--- config.mk ---
export PLATFORM = sky130hd
export DESIGN_NAME = phy_base_event_regs
export DESIGN_NICKNAME = d
export VERILOG_FILES = /design/src/verilog/phy_evt_pkg.sv /design/src/verilog/sync2.sv /design/src/verilog/bus_reset_seq.sv /design/src/verilog/phy_base_event_regs.sv
export SDC_FILE = /design/constraint.sdc
export NUM_CORES = 1
export LEC_CHECK = 0
export BUFFER_PORTS_ARGS = -buffer_cell sky130_fd_sc_hd__buf_2
export CORE_MARGIN = 2
export CORE_UTILIZATION = 40
export CTS_CLUSTER_DIAMETER = 40
export DETAILED_ROUTE_END_ITERATION = 12
export GPL_TIMING_DRIVEN = 0
export MAX_ROUTING_LAYER = met4
export PLACE_DENSITY = 0.72
export SYNTH_ARGS = -nofsm -noshare
export SYNTH_HDL_FRONTEND = slang
export SYNTH_SLANG_ARGS = --single-unit
--- constraint.sdc ---
create_clock -name aclk -period 4.3 [get_ports aclk]
set_clock_uncertainty 0.05 [all_clocks]
set_input_delay 0.215 -clock aclk [delete_from_list [all_inputs] [get_ports aclk]]
set_output_delay 0.215 -clock aclk [all_outputs]
set_load 0.02 [all_outputs]
--- src/verilog/phy_evt_pkg.sv ---
package phy_evt_pkg;
    // register byte offsets
    localparam logic [7:0] OFS_CTRL   = 8'h00;
    localparam logic [7:0] OFS_STATUS = 8'h04;
    localparam logic [7:0] OFS_CLEAR  = 8'h08;
    localparam logic [7:0] OFS_ENABLE = 8'h0C;
    localparam logic [7:0] OFS_STATE  = 8'h10;
    // paged window: indexes 8 to 15, byte address is four times the index
    localparam logic [5:0] WIN_FIRST_IDX = 6'h08;
    localparam logic [5:0] WIN_LAST_IDX  = 6'h0F;
    localparam logic [5:0] WIN_PORT0_IDX = 6'h08;
    localparam logic [5:0] WIN_PORT1_IDX = 6'h09;
    localparam logic [2:0] PAGE_PORT_STATUS = 3'h0;
    localparam logic [3:0] PORT_COUNT       = 4'h1;

    // control register fields
    localparam int CTL_SRR     = 0;
    localparam int CTL_ACCEL   = 1;
    localparam int CTL_MULTI   = 2;
    localparam int CTL_RESUME  = 3;
    localparam int CTL_PINT    = 4;
    localparam int CTL_BIASDIS = 5;
    localparam int CTL_PAGE_LO = 8;
    localparam int CTL_PORT_LO = 12;
    localparam logic [15:0] CTRL_RESET = 16'h0000;
    localparam logic [15:0] CTRL_WMASK = 16'hF73F;

    // event bits, shared by status, clear and enable
    localparam int EV_LOOP = 0;
    localparam int EV_PWR  = 1;
    localparam int EV_TMO  = 2;
    localparam int EV_PORT = 3;
    localparam int EV_W    = 4;
    localparam logic [3:0] EV_RESET = 4'h0;

    localparam logic [1:0] RESP_OKAY   = 2'h0;
    localparam logic [1:0] RESP_SLVERR = 2'h2;

    // bus reset durations
    localparam int CLK_MHZ         = 200;
    localparam int SHORT_RESET_NS  = 1300;
    localparam int LONG_RESET_US   = 166;
    localparam int SHORT_RESET_CYC = (SHORT_RESET_NS * CLK_MHZ + 999) / 1000;
    localparam int LONG_RESET_CYC  = LONG_RESET_US * CLK_MHZ;

    typedef struct packed {
        logic [1:0] astat;
        logic [1:0] bstat;
        logic       child;
        logic       connected;
        logic       bias;
        logic       disabled;
        logic [2:0] peer_speed;
        logic       fault;
    } port_status_s;
endpackage : phy_evt_pkg

--- src/verilog/sync2.sv ---
`timescale 1ns/1ps
module sync2 #(
    parameter int W = 1
) (
    input  wire logic         aclk,
    input  wire logic         aresetn,
    input  wire logic [W-1:0] d,
    output logic      [W-1:0] q
);
    logic [W-1:0] s1_r;
    logic [W-1:0] s2_r;

    always_ff @(posedge aclk) begin
        if (!aresetn) begin
            s1_r <= '0;
            s2_r <= '0;
        end else begin
            s1_r <= d;
            s2_r <= s1_r;
        end
    end

    assign q = s2_r;
endmodule : sync2

--- src/verilog/bus_reset_seq.sv ---
`timescale 1ns/1ps
module bus_reset_seq #(
    parameter int SHORT_CYC = phy_evt_pkg::SHORT_RESET_CYC,
    parameter int LONG_CYC  = phy_evt_pkg::LONG_RESET_CYC
) (
    input  wire logic aclk,
    input  wire logic aresetn,
    input  wire logic start,
    input  wire logic long_sel,
    output logic      active,
    output logic      long_o,
    output logic      done
);
    // the counter must hold whichever form is longer; a short long-reset setting must not wrap it
    localparam int CW  = $clog2(((LONG_CYC > SHORT_CYC) ? LONG_CYC : SHORT_CYC) + 1);
    localparam int SC1 = SHORT_CYC + 1;
    typedef enum {SEQ_IDLE, SEQ_RUN} seq_state_e;

    seq_state_e    state_r, state_nxt;
    logic [CW-1:0] cnt_r, cnt_nxt;
    logic          long_r, long_nxt;
    logic          done_r, done_nxt;
    logic          active_r, active_nxt;

    always_comb begin
        state_nxt = state_r;
        cnt_nxt   = cnt_r;
        long_nxt  = long_r;
        done_nxt  = 1'b0;
        unique case (state_r)
            SEQ_IDLE: if (start) begin
                state_nxt = SEQ_RUN;
                long_nxt  = long_sel;
                cnt_nxt   = long_sel ? CW'(LONG_CYC - 1) : CW'(SHORT_CYC - 1);
            end
            SEQ_RUN: if (cnt_r == '0) begin
                state_nxt = SEQ_IDLE;
                done_nxt  = 1'b1;
            end else begin
                cnt_nxt = cnt_r - 1'b1;
            end
        endcase
        active_nxt = (state_nxt == SEQ_RUN);
    end

    always_ff @(posedge aclk) begin
        if (!aresetn) begin
            state_r  <= SEQ_IDLE;
            cnt_r    <= '0;
            long_r   <= 1'b0;
            done_r   <= 1'b0;
            active_r <= 1'b0;
        end else begin
            state_r  <= state_nxt;
            cnt_r    <= cnt_nxt;
            long_r   <= long_nxt;
            done_r   <= done_nxt;
            active_r <= active_nxt;
        end
    end

    assign active = active_r;
    assign long_o = long_r;
    assign done   = done_r;
endmodule : bus_reset_seq

--- src/verilog/phy_base_event_regs.sv ---
// Behaviour
// - setting the short-reset request starts a 1.3 us arbitrated reset when bus allows
// - the short-reset request drops to zero whenever any bus reset takes place; here a request written in that same cycle stays set
// - a legacy node on the bus turns a short reset request into a long reset
// - arbitration timeout at tree identification start sets the loop flag
// - loop, power-fail, timeout and port-event flags clear on reset or written one
// - loop flag with resume-alert enable wakes an inactive link layer
// - in-loop nodes flag loop; others flag state timeout and reset the bus
// - each falling edge of cable power sense sets the power-fail flag
// - a state timeout sets the timeout flag and starts a bus reset
// - with port interrupts on, port status changes set the port-event flag
// - with resume-alert on, start of resume sets the port-event flag
// - accelerated arbitration enable resets to zero, survives bus reset
// - multispeed concatenation enable resets to zero, survives bus reset
// - 3-bit page selector steers window 8 to 15, resets to zero, survives bus reset
// - 4-bit port selector picks the port, resets to zero, survives bus reset
// - an unsupported port number makes the whole port status page read zero
// - resume-alert enable resets to zero and survives bus reset
//
// The AXI4-Lite interface to the registers and the placing of the registers are this design's own decisions.
`timescale 1ns/1ps
module phy_base_event_regs #(
    parameter int AW             = 8,
    parameter int LONG_RESET_CYC = phy_evt_pkg::LONG_RESET_CYC
) (
    input  wire logic                      aclk,
    input  wire logic                      aresetn,
    input  wire logic [AW-1:0]             s_axi_awaddr,
    input  wire logic                      s_axi_awvalid,
    output logic                           s_axi_awready,
    input  wire logic [31:0]               s_axi_wdata,
    input  wire logic [3:0]                s_axi_wstrb,
    input  wire logic                      s_axi_wvalid,
    output logic                           s_axi_wready,
    output logic [1:0]                     s_axi_bresp,
    output logic                           s_axi_bvalid,
    input  wire logic                      s_axi_bready,
    input  wire logic [AW-1:0]             s_axi_araddr,
    input  wire logic                      s_axi_arvalid,
    output logic                           s_axi_arready,
    output logic [31:0]                    s_axi_rdata,
    output logic [1:0]                     s_axi_rresp,
    output logic                           s_axi_rvalid,
    input  wire logic                      s_axi_rready,
    input  wire logic                      cable_power_sense_input,
    input  wire logic                      arb_timeout,
    input  wire logic                      ident_timeout,
    input  wire logic                      resume_start,
    input  wire logic                      link_active,
    input  wire logic                      legacy_present,
    input  wire logic                      bus_idle,
    input  wire logic                      bus_reset_in,
    input  wire phy_evt_pkg::port_status_s port_status,
    output logic                           irq,
    output logic                           link_wake,
    output logic                           bus_reset_active,
    output logic                           bus_reset_long,
    output logic                           accel_en,
    output logic                           multi_en,
    output logic [2:0]                     page_sel,
    output logic [3:0]                     port_sel
);
    localparam int EW = phy_evt_pkg::EV_W;

    function automatic logic [5:0] idx_of(input logic [AW-1:0] a);
        return a[7:2];
    endfunction : idx_of

    function automatic logic mapped(input logic [5:0] i);
        return i == idx_of(phy_evt_pkg::OFS_CTRL) || i == idx_of(phy_evt_pkg::OFS_STATUS)
            || i == idx_of(phy_evt_pkg::OFS_CLEAR) || i == idx_of(phy_evt_pkg::OFS_ENABLE)
            || i == idx_of(phy_evt_pkg::OFS_STATE)
            || (i >= phy_evt_pkg::WIN_FIRST_IDX && i <= phy_evt_pkg::WIN_LAST_IDX);
    endfunction : mapped

    function automatic logic [15:0] merge16(input logic [15:0] old, input logic [31:0] wd,
                                           input logic [3:0] st);
        logic [15:0] m;
        m = old;
        if (st[0]) m[7:0] = wd[7:0];
        if (st[1]) m[15:8] = wd[15:8];
        return (m & phy_evt_pkg::CTRL_WMASK) | (old & ~phy_evt_pkg::CTRL_WMASK);
    endfunction : merge16

    // ---------------- AXI4-Lite slave ----------------
    logic          aw_hold_r, aw_hold_nxt, w_hold_r, w_hold_nxt;
    logic [AW-1:0] awaddr_r, awaddr_nxt;
    logic [31:0]   wdata_r, wdata_nxt;
    logic [3:0]    wstrb_r, wstrb_nxt;
    logic          awready_r, awready_nxt, wready_r, wready_nxt;
    logic          bvalid_r, bvalid_nxt, arready_r, arready_nxt, rvalid_r, rvalid_nxt;
    logic [1:0]    bresp_r, bresp_nxt, rresp_r, rresp_nxt;
    logic [31:0]   rdata_r, rdata_nxt, rd_word;
    logic          wr_fire;
    logic [5:0]    wr_idx, rd_idx;

    // one write in flight: both halves wait here until the response is taken
    assign wr_fire = aw_hold_r && w_hold_r && !bvalid_r;
    assign wr_idx  = idx_of(awaddr_r);
    assign rd_idx  = idx_of(s_axi_araddr);

    always_comb begin
        aw_hold_nxt = aw_hold_r;
        awaddr_nxt  = awaddr_r;
        w_hold_nxt  = w_hold_r;
        wdata_nxt   = wdata_r;
        wstrb_nxt   = wstrb_r;
        bvalid_nxt  = bvalid_r;
        bresp_nxt   = bresp_r;
        if (s_axi_awvalid && awready_r) begin
            aw_hold_nxt = 1'b1;
            awaddr_nxt  = s_axi_awaddr;
        end
        if (s_axi_wvalid && wready_r) begin
            w_hold_nxt = 1'b1;
            wdata_nxt  = s_axi_wdata;
            wstrb_nxt  = s_axi_wstrb;
        end
        if (bvalid_r && s_axi_bready) bvalid_nxt = 1'b0;
        if (wr_fire) begin
            aw_hold_nxt = 1'b0;
            w_hold_nxt  = 1'b0;
            bvalid_nxt  = 1'b1;
            bresp_nxt   = mapped(wr_idx) ? phy_evt_pkg::RESP_OKAY : phy_evt_pkg::RESP_SLVERR;
        end
        awready_nxt = !aw_hold_nxt && !bvalid_nxt;
        wready_nxt  = !w_hold_nxt && !bvalid_nxt;
        arready_nxt = arready_r;
        rvalid_nxt  = rvalid_r;
        rdata_nxt   = rdata_r;
        rresp_nxt   = rresp_r;
        if (rvalid_r && s_axi_rready) rvalid_nxt = 1'b0;
        if (s_axi_arvalid && arready_r) begin
            rvalid_nxt = 1'b1;
            rdata_nxt  = rd_word;
            rresp_nxt  = mapped(rd_idx) ? phy_evt_pkg::RESP_OKAY : phy_evt_pkg::RESP_SLVERR;
        end
        arready_nxt = !rvalid_nxt;
    end

    always_ff @(posedge aclk) begin
        if (!aresetn) begin
            aw_hold_r <= 1'b0;
            awaddr_r  <= '0;
            w_hold_r  <= 1'b0;
            wdata_r   <= '0;
            wstrb_r   <= '0;
            awready_r <= 1'b0;
            wready_r  <= 1'b0;
            bvalid_r  <= 1'b0;
            bresp_r   <= phy_evt_pkg::RESP_OKAY;
            arready_r <= 1'b0;
            rvalid_r  <= 1'b0;
            rdata_r   <= '0;
            rresp_r   <= phy_evt_pkg::RESP_OKAY;
        end else begin
            aw_hold_r <= aw_hold_nxt;
            awaddr_r  <= awaddr_nxt;
            w_hold_r  <= w_hold_nxt;
            wdata_r   <= wdata_nxt;
            wstrb_r   <= wstrb_nxt;
            awready_r <= awready_nxt;
            wready_r  <= wready_nxt;
            bvalid_r  <= bvalid_nxt;
            bresp_r   <= bresp_nxt;
            arready_r <= arready_nxt;
            rvalid_r  <= rvalid_nxt;
            rdata_r   <= rdata_nxt;
            rresp_r   <= rresp_nxt;
        end
    end

    // ---------------- bus reset control ----------------
    logic cps_s, seq_active, seq_long, seq_start, seq_long_sel, reset_taken;

    sync2 #(.W(1)) u_cps_sync (
        .aclk    (aclk),
        .aresetn (aresetn),
        .d       (cable_power_sense_input),
        .q       (cps_s)
    );

    logic [15:0] ctrl_r, ctrl_nxt;
    logic [EW-1:0] status_r, status_nxt, en_r, en_nxt, ev_set, ev_clr;

    // state timeouts reset right away; a short request waits for an idle bus
    assign seq_start    = !seq_active && (ident_timeout
                       || (ctrl_r[phy_evt_pkg::CTL_SRR] && bus_idle));
    // old nodes cannot do short resets, so fall back to the long form
    assign seq_long_sel = ident_timeout || legacy_present;
    assign reset_taken  = seq_start || bus_reset_in;

    bus_reset_seq #(
        .SHORT_CYC (phy_evt_pkg::SHORT_RESET_CYC),
        .LONG_CYC  (LONG_RESET_CYC)
    ) u_seq (
        .aclk     (aclk),
        .aresetn  (aresetn),
        .start    (seq_start),
        .long_sel (seq_long_sel),
        .active   (seq_active),
        .long_o   (seq_long),
        .done     ()
    );

    // ---------------- control, events, interrupt ----------------
    phy_evt_pkg::port_status_s prev_r, prev_nxt;
    logic prev_ok_r, prev_ok_nxt, cps_d_r, cps_d_nxt, wake_r, wake_nxt, irq_r, irq_nxt;
    logic wr_ctrl, srr_wset, port_chg, cps_fall;

    assign wr_ctrl  = wr_fire && wr_idx == idx_of(phy_evt_pkg::OFS_CTRL);
    assign srr_wset = wr_ctrl && wstrb_r[0] && wdata_r[phy_evt_pkg::CTL_SRR];
    assign cps_fall = cps_d_r && !cps_s;
    assign port_chg = prev_ok_r && (port_status.connected != prev_r.connected
                   || port_status.disabled != prev_r.disabled
                   || port_status.fault != prev_r.fault
                   || (!ctrl_r[phy_evt_pkg::CTL_BIASDIS] && port_status.bias != prev_r.bias));

    always_comb begin
        ctrl_nxt = ctrl_r;
        en_nxt   = en_r;
        ev_clr   = '0;
        if (wr_ctrl) ctrl_nxt = merge16(ctrl_r, wdata_r, wstrb_r);
        // a fresh request written in the same cycle outlives the reset it meets
        if (reset_taken && !srr_wset) ctrl_nxt[phy_evt_pkg::CTL_SRR] = 1'b0;
        if (wr_fire && wr_idx == idx_of(phy_evt_pkg::OFS_ENABLE) && wstrb_r[0])
            en_nxt = wdata_r[EW-1:0];
        if (wr_fire && wr_idx == idx_of(phy_evt_pkg::OFS_CLEAR) && wstrb_r[0])
            ev_clr = wdata_r[EW-1:0];
        ev_set = '0;
        // arbitration timeout only reaches nodes inside a loop; others see ident timeout
        ev_set[phy_evt_pkg::EV_LOOP] = arb_timeout;
        ev_set[phy_evt_pkg::EV_PWR]  = cps_fall;
        ev_set[phy_evt_pkg::EV_TMO]  = ident_timeout;
        ev_set[phy_evt_pkg::EV_PORT] = (ctrl_r[phy_evt_pkg::CTL_PINT] && port_chg)
                                    || (ctrl_r[phy_evt_pkg::CTL_RESUME] && resume_start);
        // set beats clear so no event is lost
        status_nxt  = (status_r & ~ev_clr) | ev_set;
        prev_nxt    = port_status;
        prev_ok_nxt = 1'b1;
        cps_d_nxt   = cps_s;
        wake_nxt    = status_r[phy_evt_pkg::EV_LOOP] && ctrl_r[phy_evt_pkg::CTL_RESUME]
                   && !link_active;
        irq_nxt     = |(status_r & en_r);
    end

    always_ff @(posedge aclk) begin
        if (!aresetn) begin
            ctrl_r    <= phy_evt_pkg::CTRL_RESET;
            en_r      <= phy_evt_pkg::EV_RESET;
            status_r  <= phy_evt_pkg::EV_RESET;
            prev_r    <= '0;
            prev_ok_r <= 1'b0;
            cps_d_r   <= 1'b0;
            wake_r    <= 1'b0;
            irq_r     <= 1'b0;
        end else begin
            ctrl_r    <= ctrl_nxt;
            en_r      <= en_nxt;
            status_r  <= status_nxt;
            prev_r    <= prev_nxt;
            prev_ok_r <= prev_ok_nxt;
            cps_d_r   <= cps_d_nxt;
            wake_r    <= wake_nxt;
            irq_r     <= irq_nxt;
        end
    end

    // ---------------- read mux ----------------
    logic port_ok;
    assign port_ok = ctrl_r[phy_evt_pkg::CTL_PORT_LO +: 4] < phy_evt_pkg::PORT_COUNT;

    always_comb begin
        rd_word = '0;
        if (rd_idx == idx_of(phy_evt_pkg::OFS_CTRL)) rd_word[15:0] = ctrl_r;
        else if (rd_idx == idx_of(phy_evt_pkg::OFS_STATUS)) rd_word[EW-1:0] = status_r;
        else if (rd_idx == idx_of(phy_evt_pkg::OFS_ENABLE)) rd_word[EW-1:0] = en_r;
        else if (rd_idx == idx_of(phy_evt_pkg::OFS_STATE))
            rd_word[3:0] = {wake_r, seq_long, seq_active, cps_s};
        // the window shows port page data only for an existing port on page zero
        else if (ctrl_r[phy_evt_pkg::CTL_PAGE_LO +: 3] == phy_evt_pkg::PAGE_PORT_STATUS
                 && port_ok) begin
            if (rd_idx == phy_evt_pkg::WIN_PORT0_IDX)
                rd_word[7:0] = {port_status.astat, port_status.bstat, port_status.child,
                                port_status.connected, port_status.bias, port_status.disabled};
            else if (rd_idx == phy_evt_pkg::WIN_PORT1_IDX)
                rd_word[7:0] = {port_status.peer_speed, ctrl_r[phy_evt_pkg::CTL_PINT],
                                port_status.fault, 3'h0};
        end
    end

    assign s_axi_awready    = awready_r;
    assign s_axi_wready     = wready_r;
    assign s_axi_bresp      = bresp_r;
    assign s_axi_bvalid     = bvalid_r;
    assign s_axi_arready    = arready_r;
    assign s_axi_rdata      = rdata_r;
    assign s_axi_rresp      = rresp_r;
    assign s_axi_rvalid     = rvalid_r;
    assign irq              = irq_r;
    assign link_wake        = wake_r;
    assign bus_reset_active = seq_active;
    assign bus_reset_long   = seq_long;
    assign accel_en         = ctrl_r[phy_evt_pkg::CTL_ACCEL];
    assign multi_en         = ctrl_r[phy_evt_pkg::CTL_MULTI];
    assign page_sel         = ctrl_r[phy_evt_pkg::CTL_PAGE_LO +: 3];
    assign port_sel         = ctrl_r[phy_evt_pkg::CTL_PORT_LO +: 4];
endmodule : phy_base_event_regs

==> metrics.yaml <==
placement:
  io_buffer_count: 85
  routabilityCongestion: 0.9157
  place_area_um2: 5803
  hpwl_um: 9256
  dp.cells: 831
sta:
  whs_ns: 0.01520
  drv_slew: 0
  relSlewSlack: 0.4494
  grt_setup_unrepaired: "false"
  post-route-min-period_ns: 2.666
  finalSetupViolCount: 0
  tightest_slew_ns: 0.8184
  fin_crit_sh: 0.6199
  fin_tns_setup_ns: 0
  hold_viol_final: 0
  max_freq_mhz: 375.1
detailed_routing:
  wire_per_inst_um: 14.86
  antenna_left: 0
  remaining_drc_errors: 0
  via_count: 4543
  first_pass_iters: 5
  routed_wl_um: 13090
  via_per_inst: 5.157
  initialDrtViolationCount: 417
logic_synthesis:
  syn_area_um2: 5095
  synth_xor_area_frac: 0.006876
  yosys.area_share.adder: 0.002456
  ys.flop_type: "dfxtp_1"
  muxShareOfSynthArea: 0.04740
  synthTopCellsByArea: "dfxtp_1 (50%), a21oi_1 (5.8%), and2_1 (4.9%)"
  ys_ff_latch: 126
  ys_seq_area_frac: 0.4951
  synth_top_family_by_area: "simple AND/OR/NAND/NOR gates"
  synth-compound-area-share: 0.1478
  yosysTopAreaCellShare: 0.4951
  yosysUniqueCellTypes: 63
  synth_simple_gate_area_frac: 0.2304
  syn_inst: 556
  synth_edf_count: 0
  avgSynthCellArea_um2: 9.163
  yosysTopAreaCell: "dfxtp_1"
  yosys_warnings: 0
  synthArstFlopShare: 0
pwr:
  cellLeakagePower_nw: 2.863
  seqPwrFrac: 0.390
  power.density_nw_per_um2: 492.5
  p_sw_w: 0.0008595
  internal-power_w: 0.002405
  ir_drop_v: 0.0002240
  power_frac_clock: 0.473
  combPwrFrac: 0.137
  swShare: 0.2633
floorplan:
  dieArea_um2: 13660
  die_w_um: 116.9
  core_um2: 12520
  floorplan.initialDensity: 0.4070
  pin_count: 133
  dieHeight_um: 116.9
  rows: 41
layout:
  diodes: 0
  drive_gt1_frac: 0.2341
  syn_to_final_growth_pct: 30.08
  final_cells: 881
  final_net_count: 776
  final_area_um2: 6628
grt:
  grt_pass1_wl_um: 21170
  track_usage: 0.2075
  grt_pass1_vias: 4415
  grt_max_degree: 17
  antenna_found_initial: 0
  grt_overflow: 0
clock_tree:
  ctsLongestPathBuffers: 2
  path_clk_slew_ns: 0.06
  root_buffer: "clkbuf_16"
  clock_latency_ns: 0.42
  cts-htree-levels: 4
  clock_sinks: 126
  cts_tree: "yes"
  cts-resized-gates: 0
  cts_inserted_buffers: 17
  cts_post_setup_buffers_inserted: 0
setup_path:
  endpoint_kind: "register"
  crit_required_ns: 4.57
  cp_slowest_stage_delay_ns: 0.73
  cp_common_cell: "buf_6"
  cp_max_fo: 10
  crit_family: "compound AO/OA/AOI/OAI gates"
  cp_data_arrival_time_ns: 2.93
  slowest_stage: "a2111oi_2"
  timing.critical_path.buf_inv: 3
  cp_cell_sequence: "inv_1 -> ha_1 -> nor3b_1 -> nand4_1 -> a2111oi_2 -> buf_6 -> buf_6 -> o21ai_0 -> a21oi_1"
  startpoint_type: "register"
  crit_type: "register to register"
job:
  maxCapViolCount: 0
worst_hold_path:
  worst_hold_path_type: "input port to register"
outcome:
  outcome: "completed"
## registers in the layout, indices dropped and copies added, names as in the netlist, 2 cells and up
| signal | flops |
|---|---|
| en_r | 4 |
| ctrl_r | 13 |
| u_seq.cnt_r | 16 |
| u_seq.state_r | 32 |
| status_r | 4 |
| s_axi_rdata | 15 |
| wdata_r | 13 |
| awaddr_r | 6 |
| prev_r | 4 |
| wstrb_r | 2 |
## kinds of logic (layout without fill, tap and decap cells)
family	count (synthesis)	in the layout
AND/OR/NAND/NOR	219	219
other	1	19
adder cells (fa/ha/maj)	1	1
flip-flops	126	126
buffers and inverters	63	198
multiplexers	24	24
AO/OA/AOI/OAI	118	118
XOR/XNOR	4	4
## cell type report
cell class	count	area [µm²]
buffer	54	319.1
clock buffer	18	439.2
clock inverter	14	205.2
fill	1148	5889
inverter	9	33.78
multi-input combinational	385	2287
sequential	126	2522
tap	172	215.2
timing repair buffer	103	605.6
## tightest hold or removal path: stages
cell     delay (ns)
buf_2          0.10
nand2_1        0.06
a21oi_1        0.06
## metrics by stage
| stage | setup WS (ns) | total power [W] | utilization |
|---|---|---|---|
| 6_report | 1.634 | 0.003264 | 0.5295 |
| 5_1_grt | 1.413 | 0.003392 | 0.5295 |
| 4_1_cts | 1.689 | 0.003274 | 0.5295 |
| 3_5_place_dp | 1.745 | 0.001721 | 0.4636 |
| 3_3_place_gp | 1.699 | 0.001708 | 0.4636 |
| 2_1_floorplan | 2.145 | 0.001599 | - |
## per-layer routing
layer	share of wire	routed length, µm	track usage
met5	0	0	-
met2	0.47	6145	0.3368
met1	0.44	5812	0.2424
met4	0.024	310	0.08863
met3	0.063	821	0.05716
## power groups by stage
stage / Clock [W] / Combinational (W) / Sequential, W
finish: 0.00154 / 0.000448 / 0.00127
global route: 0.00161 / 0.000500 / 0.00128
CTS: 0.00156 / 0.000442 / 0.00127
detailed placement: 0 / 0.000425 / 0.00130
global placement: 0 / 0.000415 / 0.00129
floorplan: 0 / 0.000304 / 0.00130
## repair_timing
item                                    in CTS  in global routing
hold buffers                                18                  0
endpoints found under the setup margin       0                  0
hold endpoints to repair                    18                  0
## synthesized netlist by cell type (all sizes together) (8+ instances only)
cell type and instances:
clkbuf 25, or4 8, buf 29, and2 40
nor2 38, nand2 55, nor4 16, nor3 10
nand3 16, inv 8, o21ai 13, o31ai 9
a21oi 59, dfxtp 126, or3 10, mux2i 23
## cells in the final DEF, fill, tap and decap left out, drive strengths merged, types with 2 or more instances in the layout
cell type    instances
dlygate4sd3         18
nor3b                2
buf                114
nor2                38
a221oi               2
a21boi               2
inv                 12
nor4                16
clkinv               5
and3                 4
or3                 10
nand2               55
o21ai               13
a41oi                2
xnor2                4
or2                  2
nand3               16
clkbuf              43
a21bo                2
a31oi                2
o2111ai              5
conb                19
a211oi               3
nand4                6
a22oi                4
nor3                10
nand2b               5
o21a                 3
o31ai                9
dfxtp              126
clkinvlp             2
a21oi               59
and2                40
bufinv               4
mux2i               23
nor4b                3
or4                  8
a221o                2
## worst paths after layout
| check | depth (start not counted) | slack [ns] | startpoint | end |
|---|---|---|---|---|
| setup / recovery | 9 | 1.63 | u_seq.cnt_r[0] | u_seq.cnt_r[4] |
| hold / removal | 3 | 0.02 | s_axi_wdata[1] | wdata_r[1] |
| setup reg to reg | 9 | 1.63 | u_seq.cnt_r[0] | u_seq.cnt_r[4] |
| hold reg to reg | 1 | 0.40 | u_cps_sync.s1_r | u_cps_sync.q |
Power figures use the tool's default switching activity.
